===== src/common/csa_pkg.sv =====
// package for the channel status and alarm register bank
// assumes a 40 MHz sys_clk and an AXI4-Lite master with 32-bit data
package csa_pkg;

    // ----------------------------------------
    // geometry
    // ----------------------------------------
    localparam int NUM_CH = 2;
    localparam int ALARMS = 4;
    localparam int AXI_ADDR_W = 18;
    localparam int IDX_W = 16;

    // ----------------------------------------
    // register indices; byte address is four times the index
    // ----------------------------------------
    localparam logic [IDX_W-1:0] IDX_CH7_MEASURED_VALUE = 16'hA1EB;
    localparam logic [IDX_W-1:0] IDX_CH7_COND = 16'hA1EC;
    localparam logic [IDX_W-1:0] IDX_CH7_ALARM = 16'hA1ED;
    localparam logic [IDX_W-1:0] IDX_CH8_MEASURED_VALUE = 16'hA1EE;
    localparam logic [IDX_W-1:0] IDX_CH8_COND = 16'hA1EF;
    localparam logic [IDX_W-1:0] IDX_CH8_ALARM = 16'hA1F0;
    localparam logic [IDX_W-1:0] IDX_VALUE [NUM_CH] = '{IDX_CH7_MEASURED_VALUE, IDX_CH8_MEASURED_VALUE};
    localparam logic [IDX_W-1:0] IDX_COND [NUM_CH] = '{IDX_CH7_COND, IDX_CH8_COND};
    localparam logic [IDX_W-1:0] IDX_ALARM [NUM_CH] = '{IDX_CH7_ALARM, IDX_CH8_ALARM};

    // ----------------------------------------
    // alarm word nibble layout
    // ----------------------------------------
    localparam int BIT_ACTIVE = 0;
    localparam int BIT_ACKREQ = 1;
    localparam int BIT_ACK = 2;
    localparam int BIT_SPARE = 3;
    localparam int NIBBLE = 4;

    // ----------------------------------------
    // bus answers
    // ----------------------------------------
    localparam logic [1:0] RESP_OKAY = 2'h0;
    localparam logic [1:0] RESP_SLVERR = 2'h2;

    // ----------------------------------------
    // channel condition codes
    // ----------------------------------------
    typedef enum logic [3:0] {
        COND_GOOD = 4'h0,
        COND_DISABLED = 4'h1,
        COND_ABOVE_RANGE = 4'h2,
        COND_BELOW_RANGE = 4'h3,
        COND_HW_FAULT = 4'h4,
        COND_RANGING_FAULT = 4'h5,
        COND_OVERFLOW = 4'h6,
        COND_INVALID = 4'h7,
        COND_NO_DATA = 4'h8
    } csa_cond_t;

    // ----------------------------------------
    // carriers
    // ----------------------------------------
    typedef struct packed {
        logic [15:0] measuredQuantity;
        logic [3:0] condition;
        logic [ALARMS-1:0] alarmActive;
        logic [ALARMS-1:0] ackReqEvent;
    } csa_chan_in_t;

    typedef struct packed {
        logic [15:0] measured;
        logic [3:0] cond;
        logic [ALARMS-1:0] active;
        logic [ALARMS-1:0] ackReq;
        logic [ALARMS-1:0] ackBits;
        logic [ALARMS-1:0] ackPulse;
    } csa_chan_st_t;

    typedef struct packed {
        logic awReady;
        logic wReady;
        logic awHeld;
        logic wHeld;
        logic [IDX_W-1:0] awIdx;
        logic [31:0] wData;
        logic [3:0] wStrb;
        logic bValid;
        logic [1:0] bResp;
        logic arReady;
        logic rValid;
        logic [31:0] rData;
        logic [1:0] rResp;
        csa_chan_st_t [NUM_CH-1:0] chan;
    } csa_state_t;

    // ----------------------------------------
    // values after reset
    // ----------------------------------------
    localparam csa_chan_st_t CHAN_RESET = '{cond: COND_NO_DATA, default: '0};
    localparam csa_state_t ST_RESET = '{
        awReady: 1'b1,
        wReady: 1'b1,
        arReady: 1'b1,
        chan: '{default: CHAN_RESET},
        default: '0
    };

endpackage


===== src/csa_regs.sv =====
// register bank for two channels: measured value, condition, alarm word
// assumes an AXI4-Lite master, one clock, synchronous inputs
//
// What this block does
// (RULE1) scaled value word sits before status word
// (RULE2) status word ignores all bus writes
// (RULE3) status codes zero to eight as listed
// (RULE4) alarm word: four nibbles, alarm one lowest
// (RULE5) bits 0,4,8,12 show alarm active, read-only
// (RULE6) bits 1,5,9,13 show ack required, read-only
// (RULE7) bits 2,6,10,14 writable, written one acknowledges
// (RULE8) bits 3,7,11,15 spare
// (RULE9) written one clears pending ack; zero ignored
//
// Added by the designer: the AXI4-Lite interface to the registers.
module csa_regs #(
    parameter int ADDR_W = csa_pkg::AXI_ADDR_W
) (
    input wire logic sys_clk,
    input wire logic reset,
    input wire logic clkEn,
    input wire csa_pkg::csa_chan_in_t [csa_pkg::NUM_CH-1:0] chanIn,
    output logic [csa_pkg::NUM_CH-1:0][csa_pkg::ALARMS-1:0] ackPulse,
    input wire logic [ADDR_W-1:0] s_axi_awaddr,
    input wire logic [2:0] s_axi_awprot,
    input wire logic s_axi_awvalid,
    output logic s_axi_awready,
    input wire logic [31:0] s_axi_wdata,
    input wire logic [3:0] s_axi_wstrb,
    input wire logic s_axi_wvalid,
    output logic s_axi_wready,
    output logic [1:0] s_axi_bresp,
    output logic s_axi_bvalid,
    input wire logic s_axi_bready,
    input wire logic [ADDR_W-1:0] s_axi_araddr,
    input wire logic [2:0] s_axi_arprot,
    input wire logic s_axi_arvalid,
    output logic s_axi_arready,
    output logic [31:0] s_axi_rdata,
    output logic [1:0] s_axi_rresp,
    output logic s_axi_rvalid,
    input wire logic s_axi_rready
);
    import csa_pkg::*;

    // ----------------------------------------
    // state
    // ----------------------------------------
    csa_state_t st_r;
    csa_state_t st_nxt;

    logic awTake;
    logic wTake;
    logic haveAw;
    logic haveW;
    logic doWrite;
    logic wrHit;
    logic rdHit;
    logic [IDX_W-1:0] wrIdx;
    logic [IDX_W-1:0] rdIdx;
    logic [31:0] wrData;
    logic [3:0] wrStrb;
    logic [31:0] rdWord;
    logic [NUM_CH-1:0][15:0] alarmWord;
    logic [NUM_CH-1:0][3:0] condMap;
    logic [NUM_CH-1:0][ALARMS-1:0] ackClr;

    // ----------------------------------------
    // next-state logic
    // ----------------------------------------
    always_comb begin
        st_nxt = st_r;
        ackClr = '0;

        // snapshot of the channel inputs; the bus never writes these
        for (int c = 0; c < NUM_CH; c++) begin
            st_nxt.chan[c].measured = chanIn[c].measuredQuantity; // RULE1
            // codes past the table are reported as an invalid reading
            if (chanIn[c].condition > COND_NO_DATA) begin // RULE3
                condMap[c] = COND_INVALID;
            end else begin
                condMap[c] = chanIn[c].condition;
            end
            st_nxt.chan[c].cond = condMap[c]; // RULE2
            st_nxt.chan[c].active = chanIn[c].alarmActive; // RULE5
            for (int a = 0; a < ALARMS; a++) begin // RULE4
                alarmWord[c][NIBBLE*a+BIT_ACTIVE] = st_r.chan[c].active[a]; // RULE5
                alarmWord[c][NIBBLE*a+BIT_ACKREQ] = st_r.chan[c].ackReq[a]; // RULE6
                alarmWord[c][NIBBLE*a+BIT_ACK] = st_r.chan[c].ackBits[a]; // RULE7
                alarmWord[c][NIBBLE*a+BIT_SPARE] = 1'b0; // RULE8
            end
        end

        // write path: address and data may arrive in either order
        awTake = s_axi_awvalid && st_r.awReady;
        wTake = s_axi_wvalid && st_r.wReady;
        haveAw = st_r.awHeld || awTake;
        haveW = st_r.wHeld || wTake;
        wrIdx = st_r.awHeld ? st_r.awIdx : IDX_W'(s_axi_awaddr >> 2);
        wrData = st_r.wHeld ? st_r.wData : s_axi_wdata;
        wrStrb = st_r.wHeld ? st_r.wStrb : s_axi_wstrb;
        wrHit = 1'b0;
        for (int c = 0; c < NUM_CH; c++) begin
            if (wrIdx == IDX_VALUE[c] || wrIdx == IDX_COND[c] || wrIdx == IDX_ALARM[c]) begin
                wrHit = 1'b1;
            end
        end

        if (st_r.bValid && s_axi_bready) begin
            st_nxt.bValid = 1'b0;
        end
        doWrite = haveAw && haveW && !st_r.bValid;
        if (doWrite) begin
            st_nxt.bValid = 1'b1;
            st_nxt.bResp = wrHit ? RESP_OKAY : RESP_SLVERR;
            st_nxt.awHeld = 1'b0;
            st_nxt.wHeld = 1'b0;
            // only the alarm word has writable bits; the rest take no effect
            for (int c = 0; c < NUM_CH; c++) begin
                if (wrIdx == IDX_ALARM[c]) begin
                    for (int a = 0; a < ALARMS; a++) begin
                        if (wrStrb[a/2]) begin
                            st_nxt.chan[c].ackBits[a] = wrData[NIBBLE*a+BIT_ACK]; // RULE7
                            ackClr[c][a] = wrData[NIBBLE*a+BIT_ACK] && st_r.chan[c].ackReq[a]; // RULE9
                        end
                    end
                end
            end
        end else begin
            st_nxt.awHeld = haveAw;
            st_nxt.wHeld = haveW;
            st_nxt.awIdx = wrIdx;
            st_nxt.wData = wrData;
            st_nxt.wStrb = wrStrb;
        end

        // a new alarm event wins over an acknowledge in the same cycle
        for (int c = 0; c < NUM_CH; c++) begin
            st_nxt.chan[c].ackReq = (st_r.chan[c].ackReq & ~ackClr[c]) | chanIn[c].ackReqEvent; // RULE6
            st_nxt.chan[c].ackPulse = ackClr[c]; // RULE9
        end
        st_nxt.awReady = !st_nxt.awHeld && !st_nxt.bValid;
        st_nxt.wReady = !st_nxt.wHeld && !st_nxt.bValid;

        // read path: one read at a time, answer the cycle after the take
        rdIdx = IDX_W'(s_axi_araddr >> 2);
        rdHit = 1'b0;
        rdWord = 32'h0000_0000;
        for (int c = 0; c < NUM_CH; c++) begin
            if (rdIdx == IDX_VALUE[c]) begin
                rdHit = 1'b1;
                rdWord = {16'h0000, st_r.chan[c].measured}; // RULE1
            end
            if (rdIdx == IDX_COND[c]) begin
                rdHit = 1'b1;
                rdWord = {28'h000_0000, st_r.chan[c].cond}; // RULE3
            end
            if (rdIdx == IDX_ALARM[c]) begin
                rdHit = 1'b1;
                rdWord = {16'h0000, alarmWord[c]}; // RULE4
            end
        end
        if (st_r.rValid && s_axi_rready) begin
            st_nxt.rValid = 1'b0;
        end
        if (s_axi_arvalid && st_r.arReady) begin
            st_nxt.rValid = 1'b1;
            st_nxt.rData = rdWord;
            st_nxt.rResp = rdHit ? RESP_OKAY : RESP_SLVERR;
        end
        st_nxt.arReady = !st_nxt.rValid;
    end

    // ----------------------------------------
    // state register; clkEn low freezes everything, but reset still loads ST_RESET
    // ----------------------------------------
    always_ff @(posedge sys_clk) begin
        if (reset) begin
            st_r <= ST_RESET;
        end else if (clkEn) begin
            st_r <= st_nxt;
        end
    end

    // ----------------------------------------
    // outputs
    // ----------------------------------------
    assign s_axi_awready = st_r.awReady;
    assign s_axi_wready = st_r.wReady;
    assign s_axi_bvalid = st_r.bValid;
    assign s_axi_bresp = st_r.bResp;
    assign s_axi_arready = st_r.arReady;
    assign s_axi_rvalid = st_r.rValid;
    assign s_axi_rdata = st_r.rData;
    assign s_axi_rresp = st_r.rResp;
    always_comb begin
        for (int c = 0; c < NUM_CH; c++) begin
            ackPulse[c] = st_r.chan[c].ackPulse;
        end
    end
endmodule


===== config.mk =====
export PLATFORM = sky130hd
export DESIGN_NAME = csa_regs
export DESIGN_NICKNAME = d
export VERILOG_FILES = /design/src/common/csa_pkg.sv /design/src/csa_regs.sv
export SDC_FILE = /design/constraint.sdc
export NUM_CORES = 1
export LEC_CHECK = 0
export ABC_CLOCK_PERIOD_IN_PS = 2600
export BUFFER_PORTS_ARGS = -buffer_cell sky130_fd_sc_hd__buf_2
export CAP_MARGIN = 20
export CORE_UTILIZATION = 52
export CTS_BUF_LIST = sky130_fd_sc_hd__clkbuf_2
export DETAILED_ROUTE_END_ITERATION = 10
export PLACE_DENSITY = 0.82
export SYNTH_ARGS = -nofsm -noshare
export SYNTH_HDL_FRONTEND = slang
export SYNTH_SLANG_ARGS = --single-unit
export TNS_END_PERCENT = 10

===== constraint.sdc =====
create_clock -name sys_clk -period 2.6 [get_ports sys_clk]
set_clock_uncertainty 0.05 [all_clocks]
set_input_delay 0.13 -clock sys_clk [delete_from_list [all_inputs] [get_ports sys_clk]]
set_output_delay 0.13 -clock sys_clk [all_outputs]
set_load 0.005 [all_outputs]

==> results of run 1 <==
kinds of logic after synthesis:
| family | after synthesis | share of synthesized area |
|---|---|---|
| flops | 119 | 0.422 |
| mux | 61 | 0.109 |
| simple gates | 237 | 0.205 |
| buf+inv | 101 | 0.0981 |
| compound gates | 136 | 0.166 |
| other cells | 1 | 0.000664 |
worst paths after layout:
kind / from / endpoint / slack [ns]
setup / recovery: st_r[158] / alarmWord[6] / 0.19
setup reg to reg: st_r[158] / alarmWord[6] / 0.19
hold reg to reg: alarmWord[24] / s_axi_rdata[8] / 0.41
hold / removal: s_axi_araddr[3] / s_axi_rdata[0] / 0.06
flip-flops by register name (all words and copies together), names as in the netlist:
register	cells
s_axi_bvalid	1
s_axi_rvalid	1
s_axi_rresp	1
st_r	64
s_axi_rdata	16
alarmWord	24
s_axi_awready	1
s_axi_bresp	1
s_axi_arready	1
s_axi_wready	1
ackPulse	8
power by group through the flow:
stage | clock, mW | combinational (mW) | sequential, mW
3_3_place_gp | 0 | 0.473 | 2.05
6_report | 1.19 | 0.644 | 2.02
4_1_cts | 1.21 | 0.626 | 2.01
3_5_place_dp | 0 | 0.493 | 2.05
5_1_grt | 1.30 | 0.709 | 2.03
2_1_floorplan | 0 | 0.361 | 2.02
timing repair:
action | in CTS | in global routing
hold buffers | 113 | 2
gates resized for setup | 0 | 1
endpoints found under the setup margin | 0 | 1
endpoints found under the hold margin | 101 | 2
area by class of cell:
| class | count | area, um^2 | area share |
|---|---|---|---|
| multi-input cells | 452 | 2790 | 0.369 |
| flip-flops and latches | 119 | 2380 | 0.315 |
| repair buffers | 263 | 1940 | 0.256 |
| well taps | 136 | 170 | 0.0225 |
| clock inverters | 15 | 151 | 0.0200 |
| clock buffers | 17 | 85.1 | 0.0113 |
| inverters | 11 | 41.3 | 0.00547 |
layout by cell type, fill, tap and decap left out, types with 3 or more instances in the layout:
| master | n |
|---|---|
| nand3b_1 | 3 |
| buf_2 | 130 |
| a31o_2 | 8 |
| nand2b_1 | 8 |
| nor3_1 | 3 |
| a21oi_1 | 31 |
| nor3b_1 | 11 |
| dlygate4sd3_1 | 115 |
| o221a_2 | 6 |
| or2_2 | 4 |
| o22ai_1 | 11 |
| nand3_1 | 9 |
| a21o_1 | 5 |
| clkinvlp_4 | 4 |
| inv_6 | 4 |
| nor2_1 | 67 |
| a31oi_1 | 3 |
| nand4_1 | 11 |
| and3_1 | 6 |
| buf_4 | 18 |
| o21ai_0 | 24 |
| and3b_1 | 5 |
| mux2i_1 | 58 |
| nand2_1 | 85 |
| conb_1 | 18 |
| inv_1 | 11 |
| nor4_1 | 5 |
| a2bb2oi_1 | 7 |
| clkbuf_2 | 17 |
| and2_1 | 4 |
| a22oi_1 | 3 |
| dfxtp_1 | 119 |
| mux2_2 | 3 |
| a222oi_1 | 7 |
| a211oi_1 | 18 |
worst max-delay path, cell delays in order (launching register included):
cell,delay [ns]
dfxtp_1,0.35
or4b_2,0.65
o22ai_1,0.15
and4_1,0.47
nor3b_1,0.42
mux2i_1,0.23
metal layers:
layer | GRT usage | up-vias
li1 | - | 2691
met1 | 0.346 | 2675
met2 | 0.504 | 255
met3 | 0.0650 | 32
met4 | 0.119 | 0
met5 | 0 | -
stage by stage:
stage	cell area, um^2	cells	worst slack, ns	total power, mW
6_report	7550	1013	0.188	3.85
5_1_grt	7550	1013	0.0328	4.04
4_1_cts	7530	1011	0.174	3.85
3_5_place_dp	6160	866	0.200	2.55
3_3_place_gp	6160	866	0.266	2.52
2_1_floorplan	5710	672	0.476	2.38
==> results.json, run 1 <==
{
  "p_per_area_nw_per_um2": 510,
  "min_period_over_period": 0.928,
  "synth-seq-area-share": 0.422,
  "worstSetupEndpointType": "flip-flop",
  "timing.final.max_slew_violations": 0,
  "cp.arrival_ns": 2.94,
  "cts_buffers": 17,
  "final_nets": 1006,
  "sink_count": 119,
  "tritoncts": "built",
  "cellInternalPower_mw": 2.72,
  "gp_congestion": 0.800,
  "synth_top_cell_by_area": "dfxtp_1",
  "ys_dominant_reg_cell": "dfxtp_1",
  "route.detailed.drc": 0,
  "hold_path_class": "input port to flip-flop",
  "p_clk_frac": 0.309,
  "hold_path_depth": 4,
  "dieArea_um2": 11300,
  "rsz_0062_raised_after_global_routing": "no",
  "final_hold_viol_count": 0,
  "antenna_violations_before_repair": 0,
  "cts_setup_buffers": 0,
  "switchingPower_mw": 1.14,
  "detailroute.via_count": 5653,
  "hpwl_um": 9960,
  "fin_crit_ns": 2.41,
  "area_growth_syn_to_layout_pct": 33.7,
  "timing.slew.headroom": 0.314,
  "timing_worst_slew_pin_value_ns": 1.03,
  "route.top_layer_used": "met4",
  "top_cells_by_count_synth": "119 x dfxtp_1, 85 x nand2_1, 67 x nor2_1",
  "post-synth-top-count-cell": "dfxtp_1",
  "fp-row-count": 37,
  "seq_power_share": 0.524,
  "netlist_area_um2": 5650,
  "run_status": "complete, no violations",
  "timing.setup.critical_path_class": "flip-flop to flip-flop",
  "report.final.setup_viol": 0,
  "post-route-util": 0.725,
  "postRouteAntennaNets": 0,
  "cts.path.max_buffers": 2,
  "synth_area_per_cell_um2": 8.62,
  "wire_per_inst_um": 15.7,
  "synth_largest_type_area_fraction": 0.422,
  "grt_start_max_net_pins": 57,
  "postSynthCellCount": 655,
  "maxClockFrequency_mhz": 415,
  "grt_util_all_layers": 0.291,
  "synth_top_cells_by_area": "dfxtp_1 42%, mux2i_1 10%, buf_4 6.0%",
  "max-vdd-ir-drop_mv": 0.281,
  "timing.setup.tns_ns": 0,
  "detailroute.wirelength.met3_um": 1060,
  "r2r.worst_path.cells": 5,
  "clk_root_buffer_cell": "clkbuf_2",
  "wl_met2_um": 8100,
  "combinationalPowerShare": 0.167,
  "global_route_wire_length_before_repair_um": 25900,
  "ys_warn_count": 0,
  "yosys_register_bits": 119,
  "die_x_um": 106,
  "cp.required_ns": 3.13,
  "worst_setup_hold_path_clk_slew_ns": 0.19,
  "antennaDiodeCount": 0,
  "fillers": 765,
  "p_leak_nw": 3.32,
  "boundaryPins": 191,
  "worstSetupStartpointType": "flip-flop",
  "detail_route.first_pass.iterations": 5,
  "floorplan.initialDensity": 0.542,
  "dr.first_iter.drc_count": 299,
  "drt-total-wl_um": 15900,
  "netSwitchingFraction": 0.295,
  "synth_edf_count": 0,
  "number_of_global_route_vias_before_repair": 5578,
  "io_buffer_count": 132,
  "grt_overflow_total": 0,
  "ys_async_sr_fraction": 0,
  "via_per_inst": 5.58,
  "hold_slack_ns": 0.0593,
  "drt-met1-wl_um": 6380,
  "core_area_um2": 10400,
  "cts_max_level": 4,
  "die-height_um": 106,
  "max-cap-violations": 0,
  "synth.distinct_cells": 53,
  "crit_fanout": 13,
  "clock_insertion_delay_worst_skew_ns": 0.66,
  "post_route_cells_drive_above_1_share": 0.230
}
Power figures use the tool's default switching activity.
==> run 2: changes to the inputs <==
--- a/config.mk
+++ b/config.mk
@@ -8,10 +8,13 @@
 export ABC_CLOCK_PERIOD_IN_PS = 2600
 export BUFFER_PORTS_ARGS = -buffer_cell sky130_fd_sc_hd__buf_2
 export CAP_MARGIN = 20
-export CORE_UTILIZATION = 52
+export CELL_PAD_IN_SITES_DETAIL_PLACEMENT = 0
+export CELL_PAD_IN_SITES_GLOBAL_PLACEMENT = 2
+export CORE_UTILIZATION = 30
 export CTS_BUF_LIST = sky130_fd_sc_hd__clkbuf_2
+export CTS_CLUSTER_SIZE = 8
 export DETAILED_ROUTE_END_ITERATION = 10
-export PLACE_DENSITY = 0.82
+export PLACE_DENSITY_LB_ADDON = 0.1
 export SYNTH_ARGS = -nofsm -noshare
 export SYNTH_HDL_FRONTEND = slang
 export SYNTH_SLANG_ARGS = --single-unit
==> run 2 against run 1 <==
The run now ends with design-rule violations left. Power is 5.7% higher. Cell count is 13% higher. Global-route usage is 10 points lower. Wire length is 11% higher. Maximum frequency is 4.3% higher. Critical path type unchanged. Critical endpoint is now alarmWord[10].
==> results.json, run 2 (same netlist as run 1, synthesis figures left out) <==
{
  "registers.top_by_ff_count": "st_r",
  "hold_endpoint": "s_axi_rdata[8]",
  "final_nets": 1040,
  "post_route_cells_drive_above_1_share": 0.224,
  "timing.critical_path.cells": "or4b_2, o22ai_1, and4_1, nor3b_1, mux2i_1",
  "critPathSlowestCell": "or4b_2",
  "timing.setup.critical_path_class": "flip-flop to flip-flop",
  "timing.setup.tns_ns": 0,
  "hpwl_um": 11800,
  "cts.repair.resized": 0,
  "netSwitchingFraction": 0.280,
  "number_of_flip_flops_under_the_largest_register_name": 64,
  "detailroute.via_count": 5521,
  "gp_congestion": 0.798,
  "most-common-layout-cells": "147 x dlygate4sd3_1, 130 x buf_2, 119 x dfxtp_1",
  "run_status": "finished, violations left",
  "worst_path_buf_inv": 0,
  "cts_max_level": 4,
  "via_per_inst": 4.84,
  "fin_crit_ns": 2.31,
  "crit_fanout": 4,
  "worst_path_dominant_cell_family": "simple AND/OR/NAND/NOR gates",
  "worst_hold_startpoint": "s_axi_araddr[7]",
  "worst_r2r_endpoint": "alarmWord[10]",
  "max-vdd-ir-drop_mv": 0.270,
  "r2r_setup_slack_ns": 0.29,
  "layout.cells.most_common": "dlygate4sd3_1",
  "die_x_um": 139,
  "worstSetupStartpointType": "flip-flop",
  "critical-path-max-stage-delay_ns": 0.60,
  "boundaryPins": 191,
  "clk_root_buffer_cell": "clkbuf_2",
  "hold_path_class": "input port to flip-flop",
  "p_leak_nw": 3.54,
  "worst_setup_hold_path_clk_slew_ns": 0.19,
  "route.detailed.drc": 8,
  "maxClockFrequency_mhz": 433,
  "io_buffer_count": 132,
  "timing_worst_slew_pin_value_ns": 1.04,
  "r2r.worst_path.cells": 5,
  "antenna_violations_before_repair": 1,
  "postRouteAntennaNets": 0,
  "fp-row-count": 49,
  "grt_util_all_layers": 0.187,
  "switchingPower_mw": 1.14,
  "worstSetupEndpointType": "flip-flop",
  "rsz_0062_raised_after_global_routing": "no",
  "dr.first_iter.drc_count": 276,
  "timing.final.max_slew_violations": 0,
  "cts.path.max_buffers": 2,
  "final_hold_viol_count": 0,
  "area_growth_syn_to_layout_pct": 42.5,
  "cellInternalPower_mw": 2.93,
  "global_route_wire_length_before_repair_um": 28300,
  "max-cap-violations": 0,
  "hold_path_depth": 7,
  "min_period_over_period": 0.889,
  "rr_startpoint": "st_r[164]",
  "post-route-util": 0.442,
  "dieArea_um2": 19400,
  "hold_slack_ns": 0.138,
  "core_area_um2": 18200,
  "number_of_global_route_vias_before_repair": 5436,
  "sink_count": 119,
  "grt_start_max_net_pins": 69,
  "tritoncts": "built",
  "cts_buffers": 17,
  "cp.arrival_ns": 2.86,
  "combinationalPowerShare": 0.169,
  "clock_insertion_delay_worst_skew_ns": 0.67,
  "timing.slew.headroom": 0.301,
  "grt_overflow_total": 0,
  "die-height_um": 139,
  "cp.required_ns": 3.15,
  "floorplan.initialDensity": 0.310,
  "report.final.setup_viol": 0,
  "seq_power_share": 0.495,
  "wire_per_inst_um": 15.4,
  "p_clk_frac": 0.336,
  "drt-total-wl_um": 17600,
  "p_per_area_nw_per_um2": 506,
  "failed_checks": "design-rule violations",
  "fillers": 1835,
  "detail_route.first_pass.iterations": 8
}
==> run 2: cell types whose count changed in the layout (fill, tap and decap cells not counted) <==
cell | previous run | this run
buf_12 | 0 | 1
buf_4 | 18 | 19
bufinv_16 | 2 | 4
clkinv_1 | 2 | 1
clkinv_2 | 2 | 6
clkinvlp_4 | 4 | 3
diode_2 | 0 | 1
dlygate4sd3_1 | 115 | 147
inv_6 | 4 | 0
nor3b_1 | 11 | 12
nor3b_2 | 1 | 0
==> run 2: area by class of cell <==
cell class | instances | area (um^2) | share of cell area
Clock inverter | 15 | 185 | 0.0230
Multi-Input combinational cell | 452 | 2780 | 0.346
Antenna cell | 1 | 2.50 | 0.000311
Tap cell | 229 | 287 | 0.0356
Inverter | 11 | 41.3 | 0.00513
Clock buffer | 17 | 85.1 | 0.0106
Timing Repair Buffer | 297 | 2280 | 0.284
Sequential cell | 119 | 2380 | 0.296
==> run 2: stage by stage <==
stage               power, mW  setup WS, ns  cells  area (um^2)
floorplan                2.38         0.476    672         5710
global placement         2.55         0.224    961         6300
detailed placement       2.56         0.188    961         6300
CTS                      4.13         0.244   1140         8050
global route             4.30         0.129   1141         8050
finish                   4.07         0.288   1141         8050
==> run 2: worst reg2reg max path: stages (launching register included) <==
cell and delay (ns):
dfxtp_1 0.44, or4b_2 0.60, o22ai_1 0.18, and4_1 0.32, nor3b_1 0.43, mux2i_1 0.23
==> run 2: power by group through the flow <==
stage	sequential (mW)	combinational, mW	clock (mW)
after global placement	2.05	0.497	0
after global routing	2.03	0.764	1.50
final	2.02	0.690	1.37
after CTS	2.02	0.690	1.42
after detailed placement	2.05	0.507	0
after floorplan	2.02	0.361	0
==> run 2: timing repair <==
action | in CTS | in global routing
hold buffers | 147 | 0
setup buffers | 0 | 0
endpoints found under the hold margin | 111 | 0
==> run 2: worst max path at each step <==
stage	start	endpoint	slack, ns	cells past startpoint
after floorplan	st_r[164]	alarmWord[18]	0.48	7
after global placement	s_axi_araddr[11]	s_axi_rdata[13]	0.22	7
after detailed placement	s_axi_araddr[11]	s_axi_rdata[14]	0.19	7
after CTS	st_r[164]	alarmWord[10]	0.24	5
after global routing	st_r[164]	alarmWord[10]	0.13	5
final	st_r[164]	alarmWord[10]	0.29	5
==> run 2: layer usage <==
metal	GRT usage	vias up	share of wire
met5	0	-	0
met4	0.0491	0	0.011
met3	0.0440	10	0.045
met2	0.316	140	0.48
met1	0.237	2613	0.46
li1	-	2758	-
==> run 3: changes to the inputs <==
--- a/config.mk
+++ b/config.mk
@@ -10,6 +10,7 @@
 export CAP_MARGIN = 20
 export CELL_PAD_IN_SITES_DETAIL_PLACEMENT = 0
 export CELL_PAD_IN_SITES_GLOBAL_PLACEMENT = 2
+export CORE_MARGIN = 4
 export CORE_UTILIZATION = 30
 export CTS_BUF_LIST = sky130_fd_sc_hd__clkbuf_2
 export CTS_CLUSTER_SIZE = 8
==> run 3 against run 2 <==
The run now ends clean. Clock power fell by 27%. Worst setup slack got worse by 0.11 ns. Combinational power fell by 6.5%. Via count fell by 2.0%. Register-to-register slack got worse by 0.11 ns. Utilization fell by 2.5 points. Die area rose by 8.8%. Final area fell by 5.3%. Count of clock-buffer cells in the layout rose by 5. Sequential share of layout area rose by 1.7 points. Critical endpoint is now alarmWord[14]. Highest routed layer unchanged.
==> results.json, run 3 (same netlist as run 1, synthesis figures left out) <==
{
  "grt_overflow_total": 0,
  "gp_congestion": 0.756,
  "cts_buffers": 17,
  "run_status": "complete, no violations",
  "worst_r2r_endpoint": "alarmWord[14]",
  "crit_fanout": 9,
  "fp-row-count": 49,
  "postRouteAntennaNets": 0,
  "post_route_cells_drive_above_1_share": 0.232,
  "number_of_global_route_vias_before_repair": 5482,
  "rr_startpoint": "st_r[158]",
  "registers.top_by_ff_count": "st_r",
  "clock_insertion_delay_worst_skew_ns": 0.64,
  "timing.slew.headroom": 0.506,
  "r2r.worst_path.cells": 5,
  "number_of_flip_flops_under_the_largest_register_name": 64,
  "drt-total-wl_um": 17800,
  "post-route-util": 0.417,
  "route.detailed.drc": 0,
  "worstSetupStartpointType": "flip-flop",
  "p_per_area_nw_per_um2": 480,
  "final_hold_viol_count": 0,
  "multiInputGateArea_um2": 2780,
  "max-vdd-ir-drop_mv": 0.256,
  "core_area_um2": 18300,
  "timing.setup.tns_ns": 0,
  "most-common-layout-cells": "130 x buf_2, 119 x dfxtp_1, 112 x dlygate4sd3_1",
  "cp.required_ns": 3.11,
  "cts_max_level": 4,
  "cts.path.max_buffers": 2,
  "io_buffer_count": 132,
  "min_period_over_period": 0.931,
  "timing.setup.critical_path_class": "flip-flop to flip-flop",
  "p_leak_nw": 3.33,
  "antenna_violations_before_repair": 2,
  "cp.arrival_ns": 2.93,
  "area_growth_syn_to_layout_pct": 34.9,
  "dieArea_um2": 21100,
  "grt_util_all_layers": 0.171,
  "timing_worst_slew_pin_value_ns": 0.734,
  "grt_start_max_net_pins": 69,
  "fin_crit_ns": 2.42,
  "final-seq-area_um2": 2380,
  "boundaryPins": 191,
  "worst_setup_hold_path_clk_slew_ns": 0.18,
  "die_x_um": 145,
  "final_nets": 1008,
  "hold_path_class": "input port to flip-flop",
  "worstSetupEndpointType": "flip-flop",
  "worst_hold_startpoint": "s_axi_araddr[7]",
  "dr.first_iter.drc_count": 359,
  "global_route_wire_length_before_repair_um": 29200,
  "maxClockFrequency_mhz": 413,
  "layout.cells.most_common": "buf_2",
  "timing.final.max_slew_violations": 0,
  "hold_endpoint": "s_axi_rresp[1]",
  "hold_path_depth": 7,
  "via_per_inst": 4.89,
  "tritoncts": "built",
  "clk_root_buffer_cell": "clkbuf_2",
  "wire_per_inst_um": 16.1,
  "r2r_setup_slack_ns": 0.18,
  "floorplan.initialDensity": 0.309,
  "detail_route.first_pass.iterations": 6,
  "rsz_0062_raised_after_global_routing": "no",
  "fin_total_pwr_mw": 3.66,
  "hpwl_um": 12300,
  "sink_count": 119,
  "die-height_um": 145,
  "fillers": 1895,
  "max-cap-violations": 0,
  "report.final.setup_viol": 0,
  "detailroute.via_count": 5413
}
-- run 3: cell count changes in the layout (fill, tap and decap cells not counted) --
cell,delta
clkinvlp_4,-3
diode_2,+1
clkinv_1,+1
clkbuf_2,+5
clkinv_4,-1
clkinv_2,-2
dlygate4sd3_1,-35
buf_4,+3
bufinv_16,-3
-- run 3: per-stage QoR --
stage,area (um^2),cells,hold WS (ns),setup slack [ns]
after floorplan,5710,672,0.216,0.476
after global placement,6320,963,0.318,0.175
after detailed placement,6320,963,0.321,0.165
after CTS,7600,1103,0.00442,0.187
after global routing,7620,1107,0.0805,0.0293
final,7620,1107,0.119,0.178
-- run 3: worst max path at each step --
stage                           from             end  slack, ns
global placement    s_axi_araddr[11]  s_axi_rdata[9]       0.18
floorplan                  st_r[164]   alarmWord[18]       0.48
finish                     st_r[158]   alarmWord[14]       0.18
global route               st_r[158]   alarmWord[10]       0.03
detailed placement  s_axi_araddr[11]  s_axi_rdata[9]       0.17
CTS                        st_r[158]   alarmWord[14]       0.19
-- run 3: metal layers --
layer / track usage / vias to the layer above / part of all wire
met5: 0 / - / 0
met4: 0.0385 / 0 / 0.011
met3: 0.0496 / 12 / 0.049
met2: 0.283 / 120 / 0.48
met1: 0.222 / 2584 / 0.47
li1: - / 2697 / -
-- run 3: layout make-up --
| cell class | count | share of cell area |
|---|---|---|
| timing repair buffer | 265 | 0.257 |
| multi-input combinational | 452 | 0.365 |
| tap | 229 | 0.0376 |
| clock inverter | 7 | 0.00755 |
| clock buffer | 22 | 0.0144 |
| inverter | 11 | 0.00542 |
| sequential | 119 | 0.313 |
| antenna | 2 | 0.000657 |
-- run 3: what timing repair did --
item                                    in CTS  in global routing
endpoints found under the setup margin       0                  0
hold buffers                               111                  1
setup buffers                                0                  0
resized for setup                            0                  0
hold endpoints to repair                    93                  1
-- run 3: report_power, final --
group | internal, mW | switching, mW
combinational | 0.339 | 0.306
sequential | 1.94 | 0.0777
clock | 0.336 | 0.665
-- run 3: worst max-delay path, stage by stage (launching register included) --
cell	delay, ns
dfxtp_1	0.35
or4b_2	0.66
o22ai_1	0.17
and4_1	0.40
nor3b_1	0.49
mux2i_1	0.23
